==> config.mk <==
export PLATFORM = sky130hd
export DESIGN_NAME = ssbs_top
export DESIGN_NICKNAME = d
export VERILOG_FILES = /design/src/logic/ssbs_pkg.sv /design/src/logic/ssbs_top.sv /design/src/logic/ssbs_sync.sv /design/src/logic/ssbs_mark_mem.sv
export VERILOG_INCLUDE_DIRS = /design/src /design/src/logic
export SDC_FILE = /design/constraint.sdc
export NUM_CORES = 1
export LEC_CHECK = 0
export BUFFER_PORTS_ARGS = -buffer_cell sky130_fd_sc_hd__buf_4
export CORE_ASPECT_RATIO = 0.75
export CORE_MARGIN = 2
export CORE_UTILIZATION = 60
export CTS_CLUSTER_DIAMETER = 100
export DETAILED_ROUTE_END_ITERATION = 6
export GPL_TIMING_DRIVEN = 0
export HOLD_SLACK_MARGIN = 0.03
export PLACE_DENSITY = 0.8
export SLEW_MARGIN = 10
export SYNTH_ARGS = -nofsm -noshare
export SYNTH_HDL_FRONTEND = slang
export SYNTH_SLANG_ARGS = --single-unit
export TNS_END_PERCENT = 20
==> constraint.sdc <==
create_clock -name CLK_I -period 7.7 [get_ports CLK_I]
set_input_delay 0 -clock CLK_I [delete_from_list [all_inputs] [get_ports CLK_I]]
set_output_delay 0 -clock CLK_I [all_outputs]
set_load 0.01 [all_outputs]
==> src/logic/ssbs_defines.svh <==
`ifndef SSBS_DEFINES_SVH
`define SSBS_DEFINES_SVH

// ==========================================================================
// register offsets (byte addresses)
`define SSBS_OFF_CTRL 8'h00
`define SSBS_OFF_EDEC 8'h04
`define SSBS_OFF_SDEC 8'h08
`define SSBS_OFF_JDEC 8'h0C
`define SSBS_OFF_MOVE 8'h10
`define SSBS_OFF_MARK 8'h14
`define SSBS_OFF_STAT 8'h18

// ==========================================================================
// field widths and positions
`define SSBS_CTRL_W 10
`define SSBS_TIME_W 16
`define SSBS_PT_W 6
`define SSBS_MARK_BIT 8

// ==========================================================================
// reset values
`define SSBS_CTRL_RST 10'h000
`define SSBS_TIME_RST 16'h0010
`define SSBS_PT_RST 6'h00

// ==========================================================================
// counts
`define SSBS_PT_BASE 7'h08
`define SSBS_MIN_MOVE 16'h0001
`define SSBS_MARK_DEPTH 64

`endif

==> src/logic/ssbs_pkg.sv <==
package ssbs_pkg;

    // ======================================================================
    // function assigned to a multifunction input
    typedef enum logic [1:0] {FN_NONE, FN_ESTOP, FN_DSTOP, FN_TSTOP}
        ssbs_func_t;

    // ======================================================================
    // operation started by the strobe
    typedef enum logic [1:0] {OP_STEP, OP_JOG, OP_HOME, OP_SPARE}
        ssbs_op_t;

    // ======================================================================
    // why the axis is decelerating
    typedef enum logic [1:0] {CZ_NORMAL, CZ_TEMP, CZ_DSTOP, CZ_ESTOP}
        ssbs_cause_t;

    // ======================================================================
    // sequencer states
    typedef enum logic [2:0] {ST_IDLE, ST_RUN, ST_DECEL, ST_PAUSE, ST_DONE}
        ssbs_state_t;

    // ======================================================================
    // configuration word, input_a function in the low bits
    typedef struct packed {
        logic [1:0] point_count_select;
        logic block_mode_select;
        logic status_output_select;
        logic input_b_polarity;
        logic input_a_polarity;
        ssbs_func_t input_b_function_select;
        ssbs_func_t input_a_function_select;
    } ssbs_cfg_t;

    // ======================================================================
    // merged stop requests
    typedef struct packed {
        logic estop;
        logic dstop;
        logic tstop;
    } ssbs_stop_t;

endpackage

==> src/logic/ssbs_top.sv <==
`timescale 1ns/1ps
`include "ssbs_defines.svh"
module ssbs_top
    import ssbs_pkg::*;
(
    // clock and reset
    input wire logic CLK_I,
    input wire logic RST_I,
    // apb slave
    input wire logic PSEL_I,
    input wire logic PENABLE_I,
    input wire logic PWRITE_I,
    input wire logic [7:0] PADDR_I,
    input wire logic [31:0] PWDATA_I,
    output logic [31:0] PRDATA_O,
    output logic PREADY_O,
    output logic PSLVERR_O,
    // host command lines
    input wire logic MULTIFUNCTION_INPUT_A_I,
    input wire logic MULTIFUNCTION_INPUT_B_I,
    input wire logic START_STROBE_INPUT_I,
    input wire logic [5:0] POINT_SELECT_INPUTS_I,
    input wire logic [1:0] OP_KIND_I,
    // host status lines
    output logic IN_OPERATION_O,
    output logic POSITIONING_DONE_OUTPUT_O,
    output logic [5:0] POINT_POSITION_OUTPUTS_O
);

    // ======================================================================
    // helpers
    function automatic ssbs_stop_t decode_input(ssbs_func_t f, logic act);
        ssbs_stop_t s;
        s.estop = act && (f == FN_ESTOP);
        s.dstop = act && (f == FN_DSTOP);
        s.tstop = act && (f == FN_TSTOP);
        return s;
    endfunction

    function automatic logic reg_hit(logic [7:0] a);
        return (a == `SSBS_OFF_CTRL) || (a == `SSBS_OFF_EDEC) ||
               (a == `SSBS_OFF_SDEC) || (a == `SSBS_OFF_JDEC) ||
               (a == `SSBS_OFF_MOVE) || (a == `SSBS_OFF_MARK) ||
               (a == `SSBS_OFF_STAT);
    endfunction

    // ======================================================================
    // declarations
    ssbs_cfg_t cfg_q;
    logic [15:0] edec_q, sdec_q, jdec_q, move_q;
    logic pready_q, pslverr_q;
    logic [31:0] prdata_q;
    ssbs_state_t state_q;
    ssbs_cause_t cause_q;
    ssbs_op_t op_q;
    logic [15:0] cnt_q, rem_q;
    logic [5:0] cur_pt_q, pos_q, pend_pt_q;
    logic pend_q, homed_q, inop_q, done_q, stb_q;
    logic [10:0] syn;
    logic in_a, in_b, stb, stb_rise, mark_rd, chain_ok, wr;
    logic [5:0] pt_sel, max_pt;
    ssbs_op_t kind_sel;
    ssbs_stop_t stop;
    logic [15:0] mv_load, op_dec;

    // ======================================================================
    // pin synchronisers
    ssbs_sync #(.W(11)) u_sync (
        .clk_i(CLK_I),
        .rst_i(RST_I),
        .d_i({OP_KIND_I, POINT_SELECT_INPUTS_I, START_STROBE_INPUT_I,
              MULTIFUNCTION_INPUT_B_I, MULTIFUNCTION_INPUT_A_I}),
        .q_o(syn)
    );

    assign in_a = syn[0] ^ cfg_q.input_a_polarity;
    assign in_b = syn[1] ^ cfg_q.input_b_polarity;
    assign stb = syn[2];
    assign pt_sel = syn[8:3];
    assign kind_sel = ssbs_op_t'(syn[10:9]);
    assign stb_rise = stb && !stb_q;
    // both inputs merged so either may carry any function
    assign stop = decode_input(cfg_q.input_a_function_select, in_a) |
                  decode_input(cfg_q.input_b_function_select, in_b);

    // ======================================================================
    // derived values
    assign max_pt = 6'((`SSBS_PT_BASE << cfg_q.point_count_select) - 7'h01);
    // a zero move time would outrun the one-cycle mark read
    assign mv_load = (move_q < `SSBS_MIN_MOVE) ? `SSBS_MIN_MOVE : move_q;
    assign op_dec = (op_q == OP_STEP) ? sdec_q : jdec_q;
    assign chain_ok = (op_q == OP_STEP) && mark_rd &&
                      (cur_pt_q != max_pt);

    // ======================================================================
    // block marks
    assign wr = PSEL_I && PENABLE_I && PWRITE_I && pready_q;

    ssbs_mark_mem u_mark (
        .clk_i(CLK_I),
        .rst_i(RST_I),
        .we_i(wr && (PADDR_I == `SSBS_OFF_MARK)),
        .waddr_i(PWDATA_I[5:0]),
        .wdata_i(PWDATA_I[`SSBS_MARK_BIT]),
        .raddr_i(cur_pt_q),
        .rdata_o(mark_rd)
    );

    // ======================================================================
    // apb register writes
    always_ff @(posedge CLK_I) begin
        if (RST_I) begin
            cfg_q <= ssbs_cfg_t'(`SSBS_CTRL_RST);
            edec_q <= `SSBS_TIME_RST;
            sdec_q <= `SSBS_TIME_RST;
            jdec_q <= `SSBS_TIME_RST;
            move_q <= `SSBS_TIME_RST;
        end else if (wr) begin
            if (PADDR_I == `SSBS_OFF_CTRL) begin
                cfg_q <= ssbs_cfg_t'(PWDATA_I[`SSBS_CTRL_W-1:0]);
            end else if (PADDR_I == `SSBS_OFF_EDEC) begin
                edec_q <= PWDATA_I[15:0];
            end else if (PADDR_I == `SSBS_OFF_SDEC) begin
                sdec_q <= PWDATA_I[15:0];
            end else if (PADDR_I == `SSBS_OFF_JDEC) begin
                jdec_q <= PWDATA_I[15:0];
            end else if (PADDR_I == `SSBS_OFF_MOVE) begin
                move_q <= PWDATA_I[15:0];
            end
        end
    end

    // ======================================================================
    // apb answer: always one access cycle, data set up in the setup cycle
    always_ff @(posedge CLK_I) begin
        if (RST_I) begin
            pready_q <= 1'b0;
            pslverr_q <= 1'b0;
            prdata_q <= 32'h0000_0000;
        end else if (PSEL_I && !PENABLE_I) begin
            pready_q <= 1'b1;
            pslverr_q <= !reg_hit(PADDR_I);
            if (PADDR_I == `SSBS_OFF_CTRL) begin
                prdata_q <= {22'h00_0000, cfg_q};
            end else if (PADDR_I == `SSBS_OFF_EDEC) begin
                prdata_q <= {16'h0000, edec_q};
            end else if (PADDR_I == `SSBS_OFF_SDEC) begin
                prdata_q <= {16'h0000, sdec_q};
            end else if (PADDR_I == `SSBS_OFF_JDEC) begin
                prdata_q <= {16'h0000, jdec_q};
            end else if (PADDR_I == `SSBS_OFF_MOVE) begin
                prdata_q <= {16'h0000, move_q};
            end else if (PADDR_I == `SSBS_OFF_STAT) begin
                prdata_q <= {13'h0000, state_q, cause_q, pend_q, homed_q,
                             pos_q, cur_pt_q};
            end else begin
                prdata_q <= 32'h0000_0000;
            end
        end else begin
            pready_q <= 1'b0;
            pslverr_q <= 1'b0;
        end
    end

    // ======================================================================
    // stop and block sequencer
    always_ff @(posedge CLK_I) begin
        if (RST_I) begin
            state_q <= ST_IDLE;
            cause_q <= CZ_NORMAL;
            op_q <= OP_STEP;
            cnt_q <= 16'h0000;
            rem_q <= 16'h0000;
            cur_pt_q <= `SSBS_PT_RST;
            pos_q <= `SSBS_PT_RST;
            pend_pt_q <= `SSBS_PT_RST;
            pend_q <= 1'b0;
            homed_q <= 1'b0;
            inop_q <= 1'b1;
            stb_q <= 1'b0;
        end else begin
            stb_q <= stb;
            case (state_q)
                ST_IDLE: begin
                    if (stop.estop || stop.dstop) begin
                        pend_q <= 1'b0;
                    end else if (pend_q && !stop.tstop) begin
                        pend_q <= 1'b0;
                        op_q <= OP_STEP;
                        cur_pt_q <= pend_pt_q;
                        cnt_q <= mv_load;
                        inop_q <= 1'b0;
                        state_q <= ST_RUN;
                    end else if (stb_rise && stop.tstop) begin
                        // jog and homing starts are ignored while the temporary stop is held
                        if (kind_sel == OP_STEP) begin
                            pend_q <= 1'b1;
                            pend_pt_q <= pt_sel;
                        end
                    end else if (stb_rise) begin
                        op_q <= kind_sel;
                        cur_pt_q <= pt_sel;
                        cnt_q <= mv_load;
                        inop_q <= 1'b0;
                        if (kind_sel == OP_HOME) begin
                            homed_q <= 1'b0;
                        end
                        state_q <= ST_RUN;
                    end
                end
                ST_RUN: begin
                    if (stop.estop) begin
                        cause_q <= CZ_ESTOP;
                        cnt_q <= edec_q;
                        if (edec_q == 16'h0000) begin
                            inop_q <= 1'b1;
                            state_q <= ST_IDLE;
                        end else begin
                            state_q <= ST_DECEL;
                        end
                    end else if (stop.dstop ||
                                 (stop.tstop && op_q != OP_STEP)) begin
                        cause_q <= CZ_DSTOP;
                        cnt_q <= op_dec;
                        state_q <= ST_DECEL;
                    end else if (stop.tstop) begin
                        cause_q <= CZ_TEMP;
                        rem_q <= cnt_q;
                        cnt_q <= op_dec;
                        state_q <= ST_DECEL;
                    end else if (op_q == OP_JOG) begin
                        if (!stb) begin
                            cause_q <= CZ_NORMAL;
                            cnt_q <= op_dec;
                            state_q <= ST_DECEL;
                        end
                    end else if (cnt_q == 16'h0000) begin
                        // combined mode rolls on without stopping
                        if (cfg_q.block_mode_select && chain_ok) begin
                            cur_pt_q <= cur_pt_q + 6'h01;
                            cnt_q <= mv_load;
                        end else begin
                            cause_q <= CZ_NORMAL;
                            cnt_q <= op_dec;
                            state_q <= ST_DECEL;
                        end
                    end else begin
                        cnt_q <= cnt_q - 16'h0001;
                    end
                end
                ST_DECEL: begin
                    if (stop.estop && cause_q != CZ_ESTOP) begin
                        inop_q <= 1'b1;
                        pend_q <= 1'b0;
                        state_q <= ST_IDLE;
                    end else if (stop.dstop && cause_q == CZ_TEMP) begin
                        cause_q <= CZ_DSTOP;
                    end else if (cnt_q != 16'h0000) begin
                        cnt_q <= cnt_q - 16'h0001;
                    end else if (cause_q == CZ_TEMP) begin
                        if (stop.tstop) begin
                            state_q <= ST_PAUSE;
                        end else begin
                            cnt_q <= rem_q;
                            state_q <= ST_RUN;
                        end
                    end else if (cause_q == CZ_NORMAL) begin
                        if (!cfg_q.block_mode_select && chain_ok) begin
                            cur_pt_q <= cur_pt_q + 6'h01;
                            cnt_q <= mv_load;
                            state_q <= ST_RUN;
                        end else begin
                            state_q <= ST_DONE;
                        end
                    end else begin
                        inop_q <= 1'b1;
                        state_q <= ST_IDLE;
                    end
                end
                ST_PAUSE: begin
                    if (stop.estop || stop.dstop) begin
                        inop_q <= 1'b1;
                        pend_q <= 1'b0;
                        state_q <= ST_IDLE;
                    end else if (!stop.tstop) begin
                        cnt_q <= rem_q;
                        state_q <= ST_RUN;
                    end
                end
                ST_DONE: begin
                    if (!stb) begin
                        pos_q <= cur_pt_q;
                        inop_q <= 1'b1;
                        if (op_q == OP_HOME) begin
                            homed_q <= 1'b1;
                        end
                        state_q <= ST_IDLE;
                    end
                end
                default: begin
                    state_q <= ST_IDLE;
                end
            endcase
        end
    end

    // ======================================================================
    // shared status pin
    always_ff @(posedge CLK_I) begin
        if (RST_I) begin
            done_q <= 1'b1;
        end else if (cfg_q.status_output_select) begin
            done_q <= (state_q == ST_DECEL);
        end else begin
            done_q <= (state_q == ST_IDLE) || (state_q == ST_PAUSE) ||
                      (state_q == ST_DONE);
        end
    end

    assign PRDATA_O = prdata_q;
    assign PREADY_O = pready_q;
    assign PSLVERR_O = pslverr_q;
    assign IN_OPERATION_O = inop_q;
    assign POSITIONING_DONE_OUTPUT_O = done_q;
    assign POINT_POSITION_OUTPUTS_O = pos_q;
endmodule // ssbs_top

==> src/logic/ssbs_sync.sv <==
`timescale 1ns/1ps
module ssbs_sync #(
    parameter int W = 11
) (
    // clock and reset
    input wire logic clk_i,
    input wire logic rst_i,
    // pins and synchronised copy
    input wire logic [W-1:0] d_i,
    output logic [W-1:0] q_o
);

    // ======================================================================
    // two flops per bit; the first is read by the second only
    genvar g;
    generate
        for (g = 0; g < W; g++) begin : g_bit
            logic meta_q;
            logic sync_q;
            always_ff @(posedge clk_i) begin
                if (rst_i) begin
                    meta_q <= 1'b0;
                    sync_q <= 1'b0;
                end else begin
                    meta_q <= d_i[g];
                    sync_q <= meta_q;
                end
            end
            assign q_o[g] = sync_q;
        end
    endgenerate

endmodule // ssbs_sync

==> src/logic/ssbs_mark_mem.sv <==
`timescale 1ns/1ps
`include "ssbs_defines.svh"
module ssbs_mark_mem
    import ssbs_pkg::*;
(
    // clock and reset
    input wire logic clk_i,
    input wire logic rst_i,
    // write port
    input wire logic we_i,
    input wire logic [5:0] waddr_i,
    input wire logic wdata_i,
    // read port, one cycle latency
    input wire logic [5:0] raddr_i,
    output logic rdata_o
);

    // ======================================================================
    // block marks, one bit per point; contents undefined until written
    logic mem_q [`SSBS_MARK_DEPTH];

    always_ff @(posedge clk_i) begin
        if (we_i) begin
            mem_q[waddr_i] <= wdata_i;
        end
    end

    always_ff @(posedge clk_i) begin
        if (rst_i) begin
            rdata_o <= 1'b0;
        end else begin
            rdata_o <= mem_q[raddr_i];
        end
    end

endmodule // ssbs_mark_mem

======== Yosys cells after proc, flatten, opt, wreduce, memory -nomap -nowiden ========
Memories as Yosys holds them, arrays and structs flattened. A register that Yosys moved wholly into a read port is not among the register bits.
Cells that the tools add are included.
W data, S select, Z words.
word-level totals
  register bits ........................... 192
  output and inout bits ................... 42
  memories ................................ 1
  word-level logic and storage cells ...... 313
  input port bits ......................... 56
  RAM bits ................................ 64
memories
  name          depth  width  read ports  clocked after memory_dff  write ports  line                 RTL
  u_mark.mem_q  64     1      1           1                         1            ssbs_mark_mem.sv:20  logic mem_q [`SSBS_MARK_DEPTH];
operators by class
  order comparisons ....................... 1
  eq/ne operators ......................... 62
  multiplexer cells ....................... 114
  shift operators ......................... 1
  $add $sub $neg .......................... 3
  reductions and logical operators ........ 69
  bitwise logic cells ..................... 13
operator list
  cell                     count
  $mux W16                 21
  $mux W19                 6
  $mux W6                  16
  $pmux W16 S4             1
  $mux W3                  20
  $ne A2 B2 Y1 const B     27
  $logic_not A16 Y1        2
  $mux W1                  30
  $mux W2                  14
  $eq A8 B5 Y1 const B     3
  $logic_and A1 B1 Y1      21
  $ne A3 B3 Y1 const B     7
  $reduce_and A10 Y1       2
  $ne A6 B6 Y1 const B     3
  $pmux W6 S3              1
  $eq A8 B4 Y1 const B     2
  $lt A16 B1 Y1 const B    1
  $ne A4 B4 Y1 const B     4
  $reduce_and A16 Y1       1
  $reduce_bool A16 Y1      1
  $sub A16 B1 Y16 const B  1
  $pmux W3 S5              1
  $reduce_and A5 Y1        3
  $eq A2 B2 Y1 const B     6
  32 further kinds         69

======== Longest topological paths before layout ========
  depth in word-level cells ............... 12
  gate-level depth with buffers ........... 11
  depth with buffers taken out ............ 9

======== By module ========
Synthesis repeated with hierarchy kept, for this count alone.
unflattened totals
  cell total of the unflattened synthesis .. 1470
  area total of the unflattened synthesis .. 12684.7 um^2
modules (own cells, without submodules)
  module         area each (um^2)  instances  seq. area each (um^2)  cells each
  ssbs_top       9032.4            1          3143.0                 1206
  ssbs_mark_mem  2929.1            1          1941.9                 207
  ssbs_sync      723.2             1          440.4                  57

======== Worst setup path after synthesis ========
Ideal clock, no wire load.
  path kind ............................... reg2reg
  from .................................... reg cur_pt_q[0]
  to ...................................... reg u_mark.rdata_o, read port of u_mark.mem_q
  setup slack ............................. 5.228 ns
  buffers on the path ..................... 1
  setup time .............................. 0.127 ns
  arrival time ............................ 2.345 ns
  stages on the path, launching flop included .. 6
  cell sequence ........................... dfxtp_1 -> buf_1 -> mux4_2 -> mux4_2 -> mux4_2 -> nor2b_1
RTL lines
  what                      line                 RTL
  start: declaration        ssbs_top.sv:57       logic [5:0] cur_pt_q, pos_q, pend_pt_q;
  start signal: assignment  ssbs_top.sv:174      cur_pt_q <= `SSBS_PT_RST;
  start signal: assignment  ssbs_top.sv:190      cur_pt_q <= pend_pt_q;
  start signal: assignment  ssbs_top.sv:202      cur_pt_q <= pt_sel;
  end: declaration          ssbs_mark_mem.sv:15  output logic rdata_o

======== Worst setup path in the final report ========
  from .................................... reg cnt_q[0]
  to ...................................... reg cnt_q[3]
on the way
  cells in the longest elaborated chain, start to end .. 7
  elaborated cells on any way between the ends .. 15
ends and longest elaborated chain
  what                                                  line                                               RTL
  start: declaration                                    ssbs_top.sv:56                                     logic [15:0] cnt_q, rem_q;
  start signal: assignment                              ssbs_top.sv:191                                    cnt_q <= mv_load;
  start signal: assignment                              ssbs_top.sv:203                                    cnt_q <= mv_load;
  start signal: assignment                              ssbs_top.sv:214                                    cnt_q <= edec_q;
  $sub A16 B1 Y16 or $logic_not A16 Y1 (tied branches)  ssbs_top.sv:248, ssbs_top.sv:259, ssbs_top.sv:237
  $mux W16                                              ssbs_top.sv:237                                    end else if (cnt_q == 16'h0000) begin
  $mux W16                                              ssbs_top.sv:231                                    end else if (op_q == OP_JOG) begin
  $mux W16                                              ssbs_top.sv:226                                    end else if (stop.tstop) begin
  $mux W16                                              ssbs_top.sv:221                                    end else if (stop.dstop ||
  $mux W16                                              ssbs_top.sv:212                                    if (stop.estop) begin
  $pmux W16 S4                                          ssbs_top.sv:183                                    case (state_q)
Several ways; a longest one is shown, not always the timed one. The select of a mux whose other input is x is not followed.
A chain may end at the register's enable or synchronous reset.

==> reports/metrics.yaml <==
timing:
  min_period_ns: 3.764
  setup-tns-final_ns: 0
  drv_slew: 0
  worst_slack_ns: 3.936
  tightest_slew_ns: 1.043
  slew_headroom: 0.3003
  max_freq_mhz: 265.6
  rsz0062_at_grt: "no"
  setup_viol: 0
  hold_viol: 0
  fin_skew_ns: 0.01510
  min_period_over_period: 0.4889
placement:
  placed_cell_area_um2: 13350
  pre_cts_ws_ns: 4.255
  portBuffers: 63
  gp_congestion: 1.101
  dp_hpwl_mm: 34.31
cts:
  htree_levels: 1
  clock_sinks: 244
  cts_resized: 0
  clock_latency_ns: 0.54
  clk_pin_slew_ns: 0.07
  cts_buffers: 24
  cts_tree: "done"
  clockBufferDepth: 3
  cts_root_buf: "clkbuf_16"
global_route:
  grt_util_met3: 0.1658
  grt_pass1_vias: 10930
  grt_overflow: 0
  grt_max_degree: 70
  grt_pass1_wl_mm: 67.95
  grt.total_usage: 0.4206
  use_met2: 0.5540
  antenna_found_initial: 2
  globalRouteMet1Util: 0.6203
  grt_busiest_layer: "met1"
floorplan:
  die-area_um2: 21950
  fp.dieH_um: 128.8
  initial_utilization: 0.6132
  core_area_um2: 20330
  chipWidth_um: 170.4
  rows: 45
  io_pins: 98
synthesis:
  synth-simple-area-share: 0.2058
  synth_compound_area_frac: 0.1883
  synth-seq-cells: 244
  yosys.area.top_type_share: 0.2891
  ys_top_cells_by_area: "dfxtp_1 29%, edfxtp_1 15%, nand2_1 6.6%"
  async_flop_share: 0
  synth_area_um2: 12460
  synthXorXnorAreaFrac: 0.01104
  synthAdderAreaFrac: 0.003011
  synth_top_cell_by_area: "dfxtp_1"
  synth_warnings: 0
  syn_inst: 1402
  synth.distinct_cells: 85
  synthMuxAreaShare: 0.09978
  ys_seq_area_frac: 0.4433
  synth_top_family_by_area: "simple AND/OR/NAND/NOR gates"
  synth.avg_cell_area_um2: 8.890
  synth_flop_cell: "dfxtp_1"
  synth-edff-count: 64
cells_and_area:
  final_cell_mix: "218 x nand2_1, 180 x dfxtp_1, 174 x nor2_1, 145 x a21oi_1, 82 x clkbuf_1"
  final_util: 0.7098
  regArea_um2: 5525
  multi_input_area_um2: 6386
  fin_nets: 1589
  area_growth_pct: 15.75
  drive_gt1_frac: 0.1318
  post-route-cell-area_um2: 14430
  fillCellCount: 1558
  final_common_cell: "nand2_1"
routing:
  ant_nets: 0
  totalWireLength_mm: 46.72
  drtIter0Drc: 2232
  vias: 12320
  wl_per_cell_um: 25.49
  viasPerCell: 6.722
  dr.pass1.iters: 7
  drc_errors: 1
pwr:
  leakage_nw: 5.071
  vdd_drop_max_v: 0.0002846
  power.density_nw_per_um2: 321.8
hold_path:
  hold_path_class: "in -> reg"
  worstHoldStart: "PWDATA_I[5]"
setup_path:
  crit_path_start: "cnt_q[0]$_SDFFE_PP0P_"
  arrival_ns: 4.21
  start_kind: "register"
  worst_setup_path_end_kind: "register"
  worst-setup-path-type: "reg -> reg"
  timing.rr.start: "cnt_q[0]$_SDFFE_PP0P_"
  cp.required_ns: 8.14
  critPathMaxFanout: 10
run_status:
  violations: "DRC"
  outcome: "complete, but fails checks"
run:
  drv_cap: 0
## final cells by class
class,count,area share
Clock inverter,13,0.009019
Antenna cell,3,0.0005203
Inverter,16,0.004163
Timing Repair Buffer,90,0.05134
Clock buffer,31,0.04718
Buffer,121,0.03772
Tap cell,282,0.02446
Sequential cell,244,0.3830
Multi-Input combinational cell,1033,0.4426
## cell usage after synthesis (4+ instances only)
| cell | n |
|---|---|
| xnor2_1 | 5 |
| buf_1 | 7 |
| o221ai_1 | 11 |
| a2111oi_0 | 4 |
| nand4_1 | 11 |
| or3_1 | 6 |
| o22ai_1 | 5 |
| and3_1 | 8 |
| nand2_1 | 218 |
| mux2_2 | 7 |
| o2bb2ai_1 | 4 |
| nand3b_1 | 7 |
| or2_2 | 5 |
| mux2i_1 | 68 |
| nor2_1 | 174 |
| xor2_1 | 7 |
| a31oi_1 | 5 |
| nor2b_1 | 36 |
| o211ai_1 | 10 |
| edfxtp_1 | 64 |
| a21oi_1 | 145 |
| inv_1 | 16 |
| clkbuf_1 | 81 |
| nor4_1 | 15 |
| a221o_1 | 12 |
| mux4_2 | 21 |
| buf_2 | 14 |
| a221oi_1 | 27 |
| a211oi_1 | 15 |
| dfxtp_1 | 180 |
| nand3_1 | 26 |
| nor3_1 | 24 |
| o221a_2 | 10 |
| o21ai_0 | 35 |
| o31ai_1 | 6 |
| nand2b_1 | 11 |
| a41oi_1 | 4 |
| a32o_1 | 5 |
| buf_4 | 17 |
## stage by stage
stage | hold slack [ns] | std cells | total power [mW]
finish | 0.05762 | 1833 | 4.643
global placement | 0.2084 | 1759 | 3.338
floorplan | 0.09887 | 1414 | 2.757
CTS | 0.04713 | 1830 | 4.530
global route | 0.08717 | 1831 | 4.777
detailed placement | 0.2153 | 1760 | 3.329
## worst max-delay path: stages (launching register included)
cell     delay [ns]
dfxtp_1        0.39
inv_1          0.12
ha_1           0.35
nor4b_1        0.41
nand4_1        0.32
buf_2          0.32
nor2_1         0.64
a211o_1        0.50
buf_2          0.38
nand2_1        0.09
a21oi_1        0.14
## registers in the layout (all words and copies together) (netlist names), 3 cells and up
| register | count |
|---|---|
| cnt_q | 16 |
| PRDATA_O | 19 |
| u_sync.g_bit.sync_q | 11 |
| u_mark.mem_q | 64 |
| state_q | 3 |
| edec_q | 16 |
| move_q | 16 |
| cur_pt_q | 6 |
| POINT_POSITION_OUTPUTS_O | 6 |
| cfg_q | 10 |
| jdec_q | 16 |
| sdec_q | 16 |
| pend_pt_q | 6 |
| u_sync.g_bit.meta_q | 11 |
| rem_q | 16 |
## per-layer routing
layer  vias up  routed length [µm]
li1       5338                   -
met1      5765               18510
met2      1043               17530
met3       172                8582
met4         4                2058
met5         -                  46
## timing repair
| action | in CTS | in global routing |
|---|---|---|
| buffers inserted | 0 | 0 |
| endpoints found under the hold margin | 102 | 0 |
| hold buffers | 26 | 0 |
## kinds of logic after synthesis
| group | count (synthesis) |
|---|---|
| AND/OR/NAND/NOR | 562 |
| AO/OA/AOI/OAI | 344 |
| flip-flops | 244 |
| buffers and inverters | 137 |
| multiplexers | 97 |
| XOR/XNOR | 14 |
| adder cells (fa/ha/maj) | 3 |
| other | 1 |
## worst paths after layout
| path | cells past startpoint | end | slack [ns] |
|---|---|---|---|
| max | 10 | cnt_q[3]$_SDFFE_PP0P_ | 3.94 |
| min | 4 | u_mark.mem_q[17]$_DFFE_PP_ | 0.06 |
| max reg2reg | 10 | cnt_q[3]$_SDFFE_PP0P_ | 3.94 |
| min reg2reg | 1 | u_sync.g_bit[0].sync_q$_SDFF_PP0_ | 0.45 |
## report_power, final
| part | internal (mW) | total (mW) | switching, mW |
|---|---|---|---|
| clock network | 0.694 | 1.22 | 0.522 |
| registers | 1.38 | 1.48 | 0.0923 |
| logic | 0.673 | 1.95 | 1.28 |
No activity file was read; power rests on OpenSTA's default activity.
